### src/fmsp_pkg.sv
// shared constants for the fan motor start and protection controller
// assumes a 20 MHz system clock; all times are converted to cycle counts here
package fmsp_pkg;
    localparam int unsigned CLK_HZ = 20_000_000;
    // times in their printed units
    localparam int unsigned STEP_MS = 50;            // current step period
    localparam int unsigned START_WINDOW_MS = 1000;  // start window
    localparam int unsigned LOCK_DISABLE_MS = 8000;  // lock disable period
    localparam int unsigned RAMP_US_X100 = 1533000;  // 15.33 ms per percent, in 0.01 us
    localparam int unsigned OFF_TIME_US = 24;        // fixed off time
    // derived cycle counts (integer divisions truncate)
    localparam int unsigned STEP_CYC = STEP_MS * (CLK_HZ / 1000);
    localparam int unsigned START_WINDOW_CYC = START_WINDOW_MS * (CLK_HZ / 1000);
    localparam int unsigned LOCK_DISABLE_CYC = LOCK_DISABLE_MS * (CLK_HZ / 1000);
    localparam int unsigned RAMP_CYC_PER_PCT = RAMP_US_X100 / 100 * (CLK_HZ / 1_000_000);
    localparam int unsigned OFF_TIME_CYC = OFF_TIME_US * (CLK_HZ / 1_000_000);
    // 9-bit demand scale: 511 is full scale
    localparam int unsigned DW = 9;
    localparam logic [8:0] DEMAND_FULL = 9'h1_FF;
    localparam logic [8:0] DEMAND_25 = 9'h0_80;      // 25 percent
    localparam logic [8:0] DEMAND_12P5 = 9'h0_40;    // 12.5 percent
    localparam logic [8:0] DEMAND_1PCT = 9'h0_05;    // one percent step of demand
    localparam logic [8:0] DEMAND_ZERO = 9'h0_00;
    // commutation interval counter width and default thresholds
    localparam int unsigned CW = 24;
    localparam logic [23:0] SINE_ENTRY_DEF = 24'h01_0000;
    localparam logic [23:0] ADV_T1_DEF = 24'h00_8000;  // interval for first advance step
    localparam logic [23:0] ADV_T2_DEF = 24'h00_4000;  // interval for second advance step
    localparam logic [23:0] ADV_HYST_DEF = 24'h00_0400; // interval hysteresis band
    localparam logic [7:0] ADV_A1_DEF = 8'h0_A;        // advance angle step one, degrees
    localparam logic [7:0] ADV_A2_DEF = 8'h1_4;        // advance angle step two, degrees
    // current limit levels
    localparam logic [7:0] ILIM_STEP_DEF = 8'h1_0;
    localparam logic [7:0] ILIM_FIXED_DEF = 8'hF_F;
    localparam logic [7:0] ILIM_ZERO = 8'h0_0;
    // states
    typedef enum logic [4:0] {
        ST_IDLE = 5'b00001,
        ST_START = 5'b00010,
        ST_SINE = 5'b00100,
        ST_LOCK = 5'b01000,
        ST_FAULT = 5'b10000
    } fmsp_state_e;
endpackage

### src/fmsp_ctrl.sv
// fan motor start, soft start, lock retry, current limit and short protection control
// assumes digitised demand and comparator flags on clk; hall and select pins are asynchronous
`timescale 1ns/1ps
`default_nettype none
module fmsp_ctrl
    import fmsp_pkg::*;
#(
    parameter logic [23:0] SINE_ENTRY = SINE_ENTRY_DEF,
    parameter logic [23:0] ADV_T1 = ADV_T1_DEF,
    parameter logic [23:0] ADV_T2 = ADV_T2_DEF,
    parameter logic [23:0] ADV_HYST = ADV_HYST_DEF,
    parameter logic [7:0] ADV_A1 = ADV_A1_DEF,
    parameter logic [7:0] ADV_A2 = ADV_A2_DEF,
    parameter logic [7:0] ILIM_STEP = ILIM_STEP_DEF,
    parameter logic [7:0] ILIM_FIXED = ILIM_FIXED_DEF,
    parameter int unsigned STEP_CYCLES = STEP_CYC,
    parameter int unsigned START_CYCLES = START_WINDOW_CYC,
    parameter int unsigned LOCK_CYCLES = LOCK_DISABLE_CYC,
    parameter int unsigned RAMP_CYCLES = RAMP_CYC_PER_PCT,
    parameter int unsigned OFF_CYCLES = OFF_TIME_CYC
) (
    input wire logic clk,
    input wire logic rst,
    input wire logic [8:0] speed_demand_input,
    input wire logic hall_a_state,
    input wire logic hall_b_state,
    input wire logic hall_c_state,
    input wire logic phase_advance_select,
    input wire logic overcurrent,
    input wire logic short_detect,
    output logic speed_indicator_output,
    output logic sine_mode,
    output logic phase_output_enable,
    output logic source_off,
    output logic [8:0] drive_demand,
    output logic [7:0] current_limit_level,
    output logic [7:0] phase_advance_deg,
    output logic [23:0] commutation_interval
);
    // decoding used by several processes: is demand strictly above a level
    function automatic logic above(input logic [8:0] v, input logic [8:0] lvl);
        return v > lvl;
    endfunction

    // two-flop synchronisers for the asynchronous pins
    logic [3:0] pin_meta_q, pin_sync_q, pin_prev_q;
    logic [1:0] pin_age_q; // cycles since reset, saturating
    always_ff @(posedge clk) begin
        if (rst) begin
            pin_meta_q <= 4'h0;
            pin_sync_q <= 4'h0;
            pin_prev_q <= 4'h0;
            pin_age_q <= 2'h0;
        end else begin
            pin_meta_q <= {phase_advance_select, hall_c_state, hall_b_state, hall_a_state};
            pin_sync_q <= pin_meta_q;
            pin_prev_q <= pin_sync_q;
            pin_age_q <= (pin_age_q == 2'h3) ? pin_age_q : pin_age_q + 2'h1;
        end
    end
    // the flops leave reset at zero, not at the real hall code, so a change seen
    // before the previous-sample flop holds a synced value is not a commutation
    logic comm_edge;
    assign comm_edge = (pin_age_q == 2'h3) && (pin_sync_q[2:0] != pin_prev_q[2:0]);

    // demand mapping: zero at or below 12.5 percent, value kept above
    logic [8:0] ext_demand;
    always_comb begin
        ext_demand = above(speed_demand_input, DEMAND_12P5) ? speed_demand_input : DEMAND_ZERO;
    end

    // commutation interval measurement
    logic [23:0] comm_cnt_q, comm_cnt_d, comm_int_q, comm_int_d;
    always_comb begin
        comm_cnt_d = (comm_cnt_q == 24'hFF_FFFF) ? comm_cnt_q : comm_cnt_q + 24'h00_0001;
        comm_int_d = comm_int_q;
        if (comm_edge) begin
            comm_int_d = comm_cnt_q;
            // the edge cycle counts as one, so the interval equals the edge spacing
            comm_cnt_d = 24'h00_0001;
        end else if (comm_cnt_q > comm_int_q) begin
            comm_int_d = comm_cnt_q; // a stalled rotor shows as a growing interval
        end
    end
    always_ff @(posedge clk) begin
        if (rst) begin
            comm_cnt_q <= 24'h00_0000;
            comm_int_q <= 24'hFF_FFFF;
        end else begin
            comm_cnt_q <= comm_cnt_d;
            comm_int_q <= comm_int_d;
        end
    end
    logic interval_ok;
    assign interval_ok = comm_int_q < SINE_ENTRY;

    // main control state machine with timers and soft start
    fmsp_state_e state_q, state_d;
    logic [27:0] tmr_q, tmr_d;
    logic [21:0] step_q, step_d;
    logic [19:0] ramp_q, ramp_d;
    logic [8:0] dem_q, dem_d;
    logic [7:0] ilim_q, ilim_d;
    logic [8:0] prev_dem_q;
    logic oe_q, oe_d, sine_q, sine_d;
    // a drop straight to zero from a running demand skips the ramp
    logic fast_zero;
    assign fast_zero = (ext_demand == DEMAND_ZERO) && above(prev_dem_q, DEMAND_25);
    always_comb begin
        state_d = state_q;
        tmr_d = tmr_q + 28'h000_0001;
        step_d = step_q;
        ramp_d = ramp_q;
        dem_d = dem_q;
        ilim_d = ilim_q;
        oe_d = oe_q;
        sine_d = sine_q;
        case (state_q)
            ST_IDLE: begin
                oe_d = 1'b0;
                sine_d = 1'b0;
                ilim_d = ILIM_ZERO;
                if (above(ext_demand, DEMAND_25)) begin
                    state_d = ST_START;
                    tmr_d = 28'h000_0000;
                    step_d = 22'h00_0000;
                    oe_d = 1'b1;
                    dem_d = DEMAND_FULL;
                end
            end
            ST_START: begin
                sine_d = 1'b0;
                dem_d = DEMAND_FULL;
                if (step_q == 22'(STEP_CYCLES - 1)) begin
                    step_d = 22'h00_0000;
                    if (ilim_q <= 8'(8'hFF - ILIM_STEP)) begin
                        ilim_d = ilim_q + ILIM_STEP;
                    end
                end else begin
                    step_d = step_q + 22'h00_0001;
                end
                if (interval_ok && comm_edge) begin
                    state_d = ST_SINE;
                    sine_d = 1'b1;
                    ilim_d = ILIM_FIXED;
                    dem_d = DEMAND_25;
                    ramp_d = 20'h0_0000;
                end else if (tmr_q >= 28'(START_CYCLES - 1)) begin
                    state_d = ST_LOCK;
                    oe_d = 1'b0;
                    tmr_d = 28'h000_0000;
                end
            end
            ST_SINE: begin
                // soft start toward the external setting
                if (ramp_q == 20'(RAMP_CYCLES - 1)) begin
                    ramp_d = 20'h0_0000;
                    // ten-bit compares so a step near full scale cannot wrap
                    if (10'(dem_q) + 10'(DEMAND_1PCT) <= 10'(ext_demand)) begin
                        dem_d = dem_q + DEMAND_1PCT;
                    end else if (10'(dem_q) >= 10'(ext_demand) + 10'(DEMAND_1PCT)) begin
                        dem_d = dem_q - DEMAND_1PCT;
                    end else begin
                        dem_d = ext_demand;
                    end
                end else begin
                    ramp_d = ramp_q + 20'h0_0001;
                end
                if (!interval_ok) begin
                    state_d = ST_START;
                    sine_d = 1'b0;
                    dem_d = DEMAND_FULL;
                    ilim_d = ILIM_ZERO;
                    tmr_d = 28'h000_0000;
                    step_d = 22'h00_0000;
                end else if (ext_demand == DEMAND_ZERO) begin
                    state_d = ST_IDLE;
                    oe_d = 1'b0;
                end
            end
            ST_LOCK: begin
                oe_d = 1'b0;
                ilim_d = ILIM_ZERO;
                if (!above(ext_demand, DEMAND_12P5)) begin
                    state_d = ST_IDLE;
                end else if (tmr_q >= 28'(LOCK_CYCLES - 1)) begin
                    state_d = ST_START;
                    oe_d = 1'b1;
                    dem_d = DEMAND_FULL;
                    tmr_d = 28'h000_0000;
                    step_d = 22'h00_0000;
                end
            end
            ST_FAULT: begin
                oe_d = 1'b0;
                sine_d = 1'b0;
                ilim_d = ILIM_ZERO;
                if (!above(ext_demand, DEMAND_12P5)) begin
                    state_d = ST_IDLE;
                end
            end
            default: begin
                state_d = ST_IDLE;
                oe_d = 1'b0;
            end
        endcase
        // protection overrides everything else
        if (short_detect && (state_q != ST_FAULT)) begin
            state_d = ST_FAULT;
            oe_d = 1'b0;
            sine_d = 1'b0;
        end else if (fast_zero && (state_q != ST_FAULT)) begin
            state_d = ST_IDLE;
            oe_d = 1'b0;
            sine_d = 1'b0;
        end
    end
    always_ff @(posedge clk) begin
        if (rst) begin
            state_q <= ST_IDLE;
            tmr_q <= 28'h000_0000;
            step_q <= 22'h00_0000;
            ramp_q <= 20'h0_0000;
            dem_q <= DEMAND_ZERO;
            ilim_q <= ILIM_ZERO;
            oe_q <= 1'b0;
            sine_q <= 1'b0;
            prev_dem_q <= DEMAND_ZERO;
        end else begin
            state_q <= state_d;
            tmr_q <= tmr_d;
            step_q <= step_d;
            ramp_q <= ramp_d;
            dem_q <= dem_d;
            ilim_q <= ilim_d;
            oe_q <= oe_d;
            sine_q <= sine_d;
            prev_dem_q <= ext_demand;
        end
    end

    // fixed off-time after a high-side overcurrent
    logic [9:0] off_q, off_d;
    always_comb begin
        off_d = off_q;
        if (off_q != 10'h000) begin
            off_d = off_q - 10'h001;
        end else if (overcurrent && oe_q) begin
            off_d = 10'(OFF_CYCLES);
        end
    end
    always_ff @(posedge clk) begin
        if (rst) begin
            off_q <= 10'h000;
        end else begin
            off_q <= off_d;
        end
    end

    // speed dependent phase advance with hysteresis on the interval thresholds
    logic [1:0] adv_q, adv_d;
    always_comb begin
        adv_d = adv_q;
        case (adv_q)
            2'd0: if (comm_int_q < ADV_T1 - ADV_HYST) adv_d = 2'd1;
            2'd1: begin
                if (comm_int_q > ADV_T1 + ADV_HYST) begin
                    adv_d = 2'd0;
                end else if (comm_int_q < ADV_T2 - ADV_HYST) begin
                    adv_d = 2'd2;
                end
            end
            2'd2: if (comm_int_q > ADV_T2 + ADV_HYST) adv_d = 2'd1;
            default: adv_d = 2'd0;
        endcase
    end
    always_ff @(posedge clk) begin
        if (rst) begin
            adv_q <= 2'd0;
        end else begin
            adv_q <= adv_d;
        end
    end

    // advance angle: none outside sine mode or while the select pin is low
    logic [7:0] adv_deg_d;
    always_comb begin
        adv_deg_d = 8'h0_0;
        if (pin_sync_q[3] && sine_q) begin
            case (adv_q)
                2'd1: adv_deg_d = ADV_A1;
                2'd2: adv_deg_d = ADV_A2;
                default: adv_deg_d = 8'h0_0;
            endcase
        end
    end

    // registered outputs
    always_ff @(posedge clk) begin
        if (rst) begin
            speed_indicator_output <= 1'b0;
            sine_mode <= 1'b0;
            phase_output_enable <= 1'b0;
            source_off <= 1'b0;
            drive_demand <= DEMAND_ZERO;
            current_limit_level <= ILIM_ZERO;
            phase_advance_deg <= 8'h0_0;
            commutation_interval <= 24'hFF_FFFF;
        end else begin
            speed_indicator_output <= pin_sync_q[0];
            sine_mode <= sine_q;
            phase_output_enable <= oe_q;
            source_off <= off_q != 10'h000;
            drive_demand <= dem_q;
            current_limit_level <= ilim_q;
            commutation_interval <= comm_int_q;
            phase_advance_deg <= adv_deg_d;
        end
    end
endmodule
`default_nettype wire

### config.mk
export PLATFORM = sky130hd
export DESIGN_NAME = fmsp_ctrl
export DESIGN_NICKNAME = d
export VERILOG_FILES = /design/src/fmsp_pkg.sv /design/src/fmsp_ctrl.sv
export SDC_FILE = /design/constraint.sdc
export NUM_CORES = 1
export LEC_CHECK = 0
export BUFFER_PORTS_ARGS = -buffer_cell sky130_fd_sc_hd__clkbuf_2
export CAP_MARGIN = 20
export CORE_ASPECT_RATIO = 1.2
export CORE_UTILIZATION = 47
export DETAILED_ROUTE_END_ITERATION = 7
export SYNTH_ARGS = -nofsm -noshare
export SYNTH_HDL_FRONTEND = slang
export SYNTH_SLANG_ARGS = --single-unit
### constraint.sdc
create_clock -name clk -period 10.3 [get_ports clk]
set_input_delay 1.03 -clock clk [delete_from_list [all_inputs] [get_ports clk]]
set_output_delay 1.03 -clock clk [all_outputs]
set_load 0.1 [all_outputs]
==> After elaboration in Yosys (flattened, before gate mapping) <==
Cells that the tools add are included.
{ "totals": {"latch_bits": 0, "out_inout_bits": 53, "elab_cells": 187, "ram_bits": 0, "reg_bits": 229, "input_bits": 17, "rom_bits": 0, "mem_count": 0} }
{ "classes": {"add_sub_neg": 11, "bitwise": 1, "order_cmp": 15, "div_mod_pow": 0, "shift": 0, "mul": 0, "eq_ne": 38, "n_reduce_logical": 30, "mux": 65} }
{ "op_table": {"columns": ["cell", "count"], "rows": [
  ["$mux 28", 6],
  ["$pmux 28 s4", 1],
  ["$mux 22", 5],
  ["$pmux 22 s4", 1],
  ["$mux 9", 9],
  ["$mux 5", 10],
  ["$mux 24", 2],
  ["$mux 20", 2],
  ["$pmux 20 s2", 1],
  ["$pmux 9 s4", 1],
  ["$mux 8", 4],
  ["$add 28x1->28 const B", 1],
  ["$ge 28x25->1 const B", 1],
  ["$ge 28x28->1 const B", 1],
  ["$ne 2x2->1 const B", 13],
  ["$pmux 5 s5", 1],
  ["$add 24x1->24 const B", 1],
  ["$eq 24x24->1 const B", 1],
  ["$gt 24x15->1 const B", 1],
  ["$gt 24x16->1 const B", 1],
  ["$gt 24x24->1", 1],
  ["$lt 24x14->1 const B", 1],
  ["$lt 24x15->1 const B", 1],
  ["$lt 24x17->1 const B", 1],
  ["48 further kinds", 93]
]} }

==> Logic depth before layout (Yosys ltp) <==
Gate-level depths: netlist of the first run.
{ "depth": {"word_depth": 9, "ltp_mapped": 18, "mapped_depth_nobuf": 16} }

==> Least setup slack after synthesis of the first run <==
Ideal clock, no wire load.
{ "synth_path": {"path_type": "input port to flip-flop", "startpoint": "in speed_demand_input[2]", "endpoint": "reg dem_q[6]", "path_slack_ns": 5.958, "arrival_ns": 4.268, "path_buffers": 2, "setup_ns": 0.074, "cell_stages": 18, "cell_sequence": "nor4_1 a31oi_1 clkbuf_1 nand2_1 inv_1 ha_1 o21ai_0 xnor2_1 nand2_1 ha_1 o21a_1 o2111ai_1 nand2_1 nand3_1 clkbuf_1 nor2_1 a211o_1 a31oi_1"} }
{ "synth_via": {"elab_chain_cells": 9} }
{ "synth_rtl": {"columns": ["item", "line_no", "rtl"], "rows": [
  ["start, declared", "fmsp_ctrl.sv:24", "input wire logic [8:0] speed_demand_input,"],
  ["$gt 9x7->1 (*)", "fmsp_ctrl.sv:42", "return v > lvl;"],
  ["$mux 9 (*)", "fmsp_ctrl.sv:69", "ext_demand = above(speed_demand_input, DEMAND_12P5) ? speed_demand_input : DEMAND_ZERO;"],
  ["named net ext_demand[0]", "fmsp_ctrl.sv:67", "logic [8:0] ext_demand;"],
  ["$add 9x3->10", "fmsp_ctrl.sv:161", "end else if (10'(dem_q) >= 10'(ext_demand) + 10'(DEMAND_1PCT)) begin"],
  ["$ge 9x10->1", "fmsp_ctrl.sv:161", null],
  ["$mux 9", "fmsp_ctrl.sv:161", null],
  ["$mux 9", "fmsp_ctrl.sv:159", "if (10'(dem_q) + 10'(DEMAND_1PCT) <= 10'(ext_demand)) begin"],
  ["$mux 9", "fmsp_ctrl.sv:156", "if (ramp_q == 20'(RAMP_CYCLES - 1)) begin"],
  ["$mux 9", "fmsp_ctrl.sv:169", "if (!interval_ok) begin"],
  ["$pmux 9 s4", "fmsp_ctrl.sv:118", "case (state_q)"],
  ["end signal, assigned", "fmsp_ctrl.sv:234", "dem_q <= dem_d;"],
  ["end, declared", "fmsp_ctrl.sv:102", "logic [8:0] dem_q, dem_d;"]
]} }
The timed path passes the listed nets; every way through them passes the cells marked *. The select of a mux whose other input is x is not followed.
A chain may end at the register's enable or synchronous reset.

==> Worst setup path after layout of the first run <==
{ "layout_path": {"startpoint": "in speed_demand_input[2]", "endpoint": "reg dem_q[7]"} }
Same word-level chain as after synthesis.

==> summary.txt, run 1 <==
Critical path
  • Critical Path RT: 10760 ps
  • R2R Path End: comm_int_q[3]
  • Beginning of the critical path: speed_demand_input[2]
  • Critical path type: input port to register
  • R2R Setup Slk: 6890 ps
  • Worst setup EP type: register
  • CP max FO: 13
  • Crit path arrival time: 5160 ps
  • Slowest-stage cell, CP: nor4_1
  • Crit path cell chain: clkbuf_2 -> nor4_1 -> a31oi_1 -> nand2_1 -> inv_1 -> ha_1 -> o21ai_0 -> xnor2_1 -> nand2_1 -> ha_1 -> o21a_1 -> o2111ai_1 -> nand2_1 -> nand3_1 -> mux2_2 -> o211ai_1 -> o211a_1
  • Worst path most repeated cell: nand2_1
  • Crit path launch type: input port
  • Biggest cell delay along the critical path: 570 ps
  • R2R depth: 9
  • Cell family with most CP delay: simple AND/OR/NAND/NOR gates
  • Reg2reg start: comm_int_q[14]
  • Worst setup endpoint: dem_q[7]
  • WP buf/inv: 2
  • WP depth: 17

Timing
  • Max-slew violation count: 0
  • Fmax: 213 MHz
  • Worst relative slew slack: 0.369
  • Unrepaired setup endpoints after global routing: no
  • Final setup fails: 0
  • Final worst path period share: 0.456
  • Actual slew at the worst max-slew pin: 944 ps
  • Setup WS post-layout: 5600 ps
  • Setup TNS: 0 ps
  • Final Hold Vio Count: 0
  • Setup Skew: 19.4 ps
  • Final min period: 4700 ps

Worst hold path
  • Hold Crit Class: register to register
  • Hold Path Stages: 1

Place
  • # port buffers: 65
  • Gp weighted congestion: 0.883
  • Pre-CTS setup slack: 5170 ps
  • Post-detail-place hpwl: 18000 µm
  • Placed insts: 1627
  • Placed Area: 0.0116 mm²

Detailed routing
  • Pre-Repair DR Iteration Count: 5
  • Met3 wire length: 883 µm
  • Avg Vias per Cell: 5.48
  • WL/cell: 15.3 µm
  • Residual DRC count: 0
  • Routed wl met2: 12600 µm
  • Final antenna-violating net count: 0
  • Wire length on met1: 11400 µm
  • 1st-iter DRT viols: 420
  • Via count: 9123
  • WL final: 25600 µm
  • DR top layer: met4

Logic synthesis
  • Proportion of synthesized area in mux cells: 0.00738
  • Seq/Total Area, Yosys: 0.392
  • Largest family of logic cells by synthesized area: simple AND/OR/NAND/NOR gates
  • Ys flop type: dfxtp_1
  • Async SR Flop Fraction: 0
  • Synth cell types: 77
  • Post-Syn Area: 0.0110 mm²
  • Synth Area in Adders: 0.0613
  • Compound-Gate Fraction of Synth Area: 0.140
  • Post-synth EDFFs: 0
  • Post-Syn Area per Cell: 8.53 µm²
  • Simple-Gate Fraction of Synth Area: 0.267
  • Synthesized instance count: 1292
  • Post-Synth XOR/XNOR Area: 0.0874
  • #FFs+latches synth: 216
  • Yosys warning count: 0

Clock tree
  • CTS Root Cell: clkbuf_16
  • Setup bufs post-CTS: 0
  • Clock transition at path regs: 60 ps
  • Clock Latency Late Sink: 510 ps
  • # resized after CTS: 0
  • # hold bufs at CTS: 0
  • CTS tree: yes
  • CTS sink count: 216
  • H-tree depth: 1
  • Max Buffers Root-to-Sink: 3
  • CTS Buf Count: 23

Global routing
  • GRT overflow: 0
  • Total track usage: 0.216
  • Vias in the first global route: 8621
  • First-pass GRT wire length: 42700 µm
  • Initial antenna violation count: 0
  • Largest net degree at the start of global routing: 71

Floorplan
  • Rows: 61
  • Die W: 142 µm
  • Top Ports: 70
  • Die Height: 170 µm
  • Die ar.: 0.0241 mm²
  • Core footprint: 0.0231 mm²
  • Starting density of the core: 0.477

Finish
  • Share of cells above drive strength 1: 0.128
  • Leading cell types in the layout, fill and taps excluded: dfxtp_1 (216), nor2_1 (192), nand2_1 (104), xnor2_1 (65), clkbuf_2 (64)
  • Post-route cell area: 0.0123 mm²
  • Synth-to-Final Area Change: 11.9%
  • Fin nets: 1408
  • Post-Layout Cell Count: 1666
  • Fillers: 2253
  • Ant. Diodes: 0
  • Commonest non-fill, non-tap cell in the layout: dfxtp_1

Status
  • Status: finished clean

Pwr
  • PwrDens: 193 mW/mm²
  • Peak VDD IR: 0.000110 V
  • Leak Pwr: 4.89 nW
  • Final Power: 2.38 mW

Flow run
  • Max cap viols: 0
-- layout make-up --
| class | count | area (µm²) | share of cell area |
|---|---|---|---|
| well taps | 315 | 394 | 0.0320 |
| multi-input cells | 962 | 6230 | 0.505 |
| clock buffers | 33 | 673 | 0.0546 |
| repair buffers | 77 | 415 | 0.0337 |
| clock inverters | 6 | 86.3 | 0.00700 |
| inverters | 57 | 214 | 0.0173 |
| flip-flops and latches | 216 | 4320 | 0.351 |
-- kinds of logic after synthesis --
kind of cell,after synthesis
mux,8
buf+inv,117
simple gates,572
fa+ha+maj,54
other cells,1
compound gates,214
xor+xnor,110
flops,216
-- flip-flops by register name, summed over array words and instances (netlist names), 4 cells and up --
| register | count |
|---|---|
| dem_q | 9 |
| tmr_q | 28 |
| ramp_q | 20 |
| prev_dem_q | 9 |
| pin_meta_q | 4 |
| step_q | 22 |
| comm_int_q | 24 |
| current_limit_level | 5 |
| pin_sync_q | 4 |
| drive_demand | 9 |
| state_q | 5 |
| commutation_interval | 24 |
| off_q | 10 |
| ilim_q | 5 |
| comm_cnt_q | 24 |
-- layer usage --
metal / vias to the layer above / track usage
li1: 4616 / -
met2: 196 / 0.378
met1: 4260 / 0.275
met3: 51 / 0.0234
met4: 0 / 0.0706
met5: - / 0
-- synth_stat cells, types with 4 or more instances --
cell type | number | share of area
and3_1 | 18 | 0.010
buf_2 | 5 | 0.0023
a211oi_1 | 13 | 0.0089
and2_1 | 8 | 0.0045
a21o_1 | 11 | 0.0075
nand3_1 | 52 | 0.024
nor3_1 | 34 | 0.015
or2_2 | 23 | 0.013
a21oi_1 | 50 | 0.023
nor4_2 | 17 | 0.019
nor4_1 | 14 | 0.0079
a221o_1 | 24 | 0.022
a31oi_1 | 10 | 0.0057
a22oi_1 | 24 | 0.016
nor2_1 | 193 | 0.066
mux2i_1 | 7 | 0.0064
dfxtp_1 | 216 | 0.39
o21a_1 | 4 | 0.0027
xor2_1 | 45 | 0.036
clkbuf_1 | 38 | 0.013
inv_1 | 55 | 0.019
nor3b_1 | 5 | 0.0034
o21ai_0 | 25 | 0.011
nand4_1 | 25 | 0.014
buf_4 | 12 | 0.0082
nand2b_1 | 5 | 0.0028
xnor2_1 | 65 | 0.052
o211ai_1 | 10 | 0.0068
and4_1 | 6 | 0.0048
or3_1 | 8 | 0.0045
a211o_1 | 5 | 0.0040
nand2_1 | 104 | 0.035
buf_1 | 5 | 0.0017
ha_1 | 54 | 0.061
o2111ai_1 | 5 | 0.0040
nand3b_1 | 5 | 0.0034
or4_1 | 8 | 0.0054
o211a_1 | 4 | 0.0036
nor2b_1 | 30 | 0.017
-- report_power, final --
group / internal (mW) / switching, mW
clock: 0.502 / 0.332
sequential: 0.906 / 0.0711
combinational: 0.191 / 0.379
-- per-stage QoR --
stage	utilization	hold slack, ps
after global placement	0.501	415
after detailed placement	0.501	428
final	0.533	436
after global routing	0.533	465
after CTS	0.533	442
after floorplan	-	414
-- worst min path at each step --
stage                  start             to  slack, ps
5_1_grt        pin_meta_q[2]  pin_sync_q[2]        470
6_report       pin_meta_q[2]  pin_sync_q[2]        440
4_1_cts        pin_meta_q[2]  pin_sync_q[2]        440
3_5_place_dp   pin_meta_q[2]  pin_sync_q[2]        430
3_3_place_gp   pin_meta_q[0]  pin_sync_q[0]        410
2_1_floorplan  pin_meta_q[0]  pin_sync_q[0]        410
(Power assumes the default switching activity.)
==> run 2: changes to the inputs <==
==> constraint.sdc (replaced) <==
create_clock -name clk -period 4.9 [get_ports clk]
set_input_delay 0.49 -clock clk [delete_from_list [all_inputs] [get_ports clk]]
set_output_delay 0.49 -clock clk [all_outputs]
set_load 0.1 [all_outputs]
==> run 2 against run 1 <==
Against the previous run: hold slack lost 260 ps; sequential power increased by 110%; utilization increased by 0.47 points; register-to-register slack got worse by 5200 ps.
==> summary.txt, run 2 (synthesis gave the netlist of run 1 again) <==
Status
  • Status: finished clean (unchanged)

Critical path
  • Critical path type: input port to register (unchanged)
  • Critical Path RT: 5370 ps (was 10760 ps)
  • Worst setup EP type: register (unchanged)
  • Crit path arrival time: 4340 ps (was 5160 ps)
  • CP max FO: 13 (unchanged)
  • R2R Setup Slk: 1670 ps (was 6890 ps)
  • Biggest cell delay along the critical path: 570 ps (about the same)
  • R2R Path End: comm_int_q[18] (was comm_int_q[3])
  • Crit path cell chain: clkbuf_2 -> nor4_1 -> a31oi_1 -> buf_4 -> nand2_1 -> inv_1 -> ha_1 -> o21ai_0 -> xnor2_1 -> nand2_1 -> ha_1 -> o21a_1 -> o2111ai_1 -> nand2_1 -> nand3_1 -> mux2_2 -> o211ai_1 -> o211a_1 (was clkbuf_2 -> nor4_1 -> a31oi_1 -> nand2_1 -> inv_1 -> ha_1 -> o21ai_0 -> xnor2_1 -> nand2_1 -> ha_1 -> o21a_1 -> o2111ai_1 -> nand2_1 -> nand3_1 -> mux2_2 -> o211ai_1 -> o211a_1)
  • Worst path most repeated cell: nand2_1 (unchanged)
  • Slowest-stage cell, CP: nor4_1 (unchanged)
  • Reg2reg start: comm_int_q[14] (unchanged)
  • Crit path launch type: input port (unchanged)
  • Cell family with most CP delay: simple AND/OR/NAND/NOR gates (unchanged)
  • Beginning of the critical path: speed_demand_input[2] (unchanged)
  • Worst setup endpoint: dem_q[7] (unchanged)
  • R2R depth: 9 (unchanged)
  • WP buf/inv: 3 (was 2)
  • WP depth: 18 (was 17)

Clock tree
  • Max Buffers Root-to-Sink: 3 (unchanged)
  • # resized after CTS: 0 (unchanged)
  • CTS sink count: 216 (unchanged)
  • CTS Buf Count: 24 (was 23)
  • Clock Latency Late Sink: 520 ps (was 510 ps)
  • Clock transition at path regs: 60 ps (about the same)
  • CTS Root Cell: clkbuf_16 (unchanged)
  • # hold bufs at CTS: 0 (unchanged)
  • H-tree depth: 1 (unchanged)
  • Setup bufs post-CTS: 0 (unchanged)
  • CTS tree: yes (unchanged)

Timing
  • WHS: 177 ps (was 436 ps)
  • Fmax: 258 MHz
  • Unrepaired setup endpoints after global routing: no (unchanged)
  • Setup TNS: 0 ps (unchanged)
  • Final worst path period share: 0.790
  • Worst relative slew slack: 0.405 (was 0.369)
  • Setup WS post-layout: 1030 ps (was 5600 ps)
  • Final Hold Vio Count: 0 (unchanged)
  • Setup Skew: 14.1 ps (was 19.4 ps)
  • Actual slew at the worst max-slew pin: 891 ps (was 944 ps)
  • Final min period: 3870 ps
  • Max-slew violation count: 0 (unchanged)
  • Final setup fails: 0 (unchanged)

Detailed routing
  • 1st-iter DRT viols: 397 (was 420)
  • Pre-Repair DR Iteration Count: 5 (unchanged)
  • Residual DRC count: 0 (unchanged)
  • WL final: 26000 µm (was 25600 µm)
  • WL/cell: 15.5 µm (was 15.3 µm)
  • Avg Vias per Cell: 5.48 (about the same)
  • Final antenna-violating net count: 0 (unchanged)
  • Via count: 9178 (was 9123)

Pwr
  • Leak Pwr: 4.94 nW (was 4.89 nW)
  • Final Power: 5.16 mW (was 2.38 mW)
  • Peak VDD IR: 0.000309 V (was 0.000110 V)
  • PwrDens: 414 mW/mm² (was 193 mW/mm²)

Place
  • Placed insts: 1630 (was 1627)
  • # port buffers: 65 (unchanged)
  • Placed Area: 0.0116 mm² (about the same)
  • Post-detail-place hpwl: 18400 µm (was 18000 µm)
  • Gp weighted congestion: 0.879 (was 0.883)
  • Pre-CTS setup slack: 562 ps (was 5170 ps)

Finish
  • Fin nets: 1412 (was 1408)
  • Commonest non-fill, non-tap cell in the layout: dfxtp_1 (unchanged)
  • Post-Layout Cell Count: 1674 (was 1666)
  • Synth-to-Final Area Change: 12.9% (was 11.9%)
  • Max reg flops: 28 (unchanged)
  • Final core utilization: 0.538 (was 0.533)
  • Share of cells above drive strength 1: 0.133 (was 0.128)
  • Leading cell types in the layout, fill and taps excluded: dfxtp_1 (216), nor2_1 (192), nand2_1 (104), xnor2_1 (65), clkbuf_2 (64) (unchanged)
  • Largest reg by FF count: tmr_q (unchanged)
  • Post-route cell area: 0.0124 mm² (was 0.0123 mm²)
  • Ant. Diodes: 0 (unchanged)

Global routing
  • GRT overflow: 0 (unchanged)
  • Largest net degree at the start of global routing: 55 (was 71)
  • First-pass GRT wire length: 43000 µm (was 42700 µm)
  • Initial antenna violation count: 0 (unchanged)
  • Vias in the first global route: 8643 (was 8621)
  • Total track usage: 0.218 (was 0.216)

Worst hold path
  • Hold Path Stages: 2 (was 1)
  • Hold Crit Class: input port to register (was register to register)

Floorplan
  • Core footprint: 0.0231 mm² (unchanged)
  • Rows: 61 (unchanged)
  • Top Ports: 70 (unchanged)
  • Die ar.: 0.0241 mm² (unchanged)
  • Starting density of the core: 0.477 (unchanged)
  • Die Height: 170 µm (unchanged)
  • Die W: 142 µm (unchanged)

Flow run
  • Max cap viols: 0 (unchanged)
==> run 2: cell types whose count changed in the layout (fill, tap and decap cells not counted), sizes merged <==
cell      change
inv           -1
clkbuf        +1
clkinvlp      +2
buf           +3
bufinv        +1
clkinv        +2
==> run 2: layer usage <==
layer	vias up	part of all wire	global-route usage
li1	4646	-	-
met1	4332	0.46	0.275
met2	150	0.49	0.382
met3	50	0.028	0.0237
met4	0	0.029	0.0790
met5	-	0	0
==> run 2: how the worst min path moves through the flow <==
stage / slack, ps / end / from
floorplan: 410 / pin_sync_q[0] / pin_meta_q[0]
global placement: 410 / pin_sync_q[0] / pin_meta_q[0]
detailed placement: 420 / pin_sync_q[0] / pin_meta_q[0]
CTS: 170 / pin_meta_q[3] / phase_advance_select
global route: 170 / pin_meta_q[1] / hall_b_state
finish: 180 / pin_meta_q[1] / hall_b_state
==> run 2: report_power, final <==
| part | internal, mW | switching [mW] |
|---|---|---|
| logic | 0.403 | 0.801 |
| registers | 1.90 | 0.152 |
| clock network | 1.17 | 0.729 |
==> run 2: cell type report <==
cell class | count | area (µm²)
sequential | 216 | 4320
fill | 2193 | 10700
inverter | 57 | 214
clock inverter | 10 | 136
multi-input combinational | 962 | 6230
clock buffer | 34 | 709
timing repair buffer | 80 | 438
tap | 315 | 394
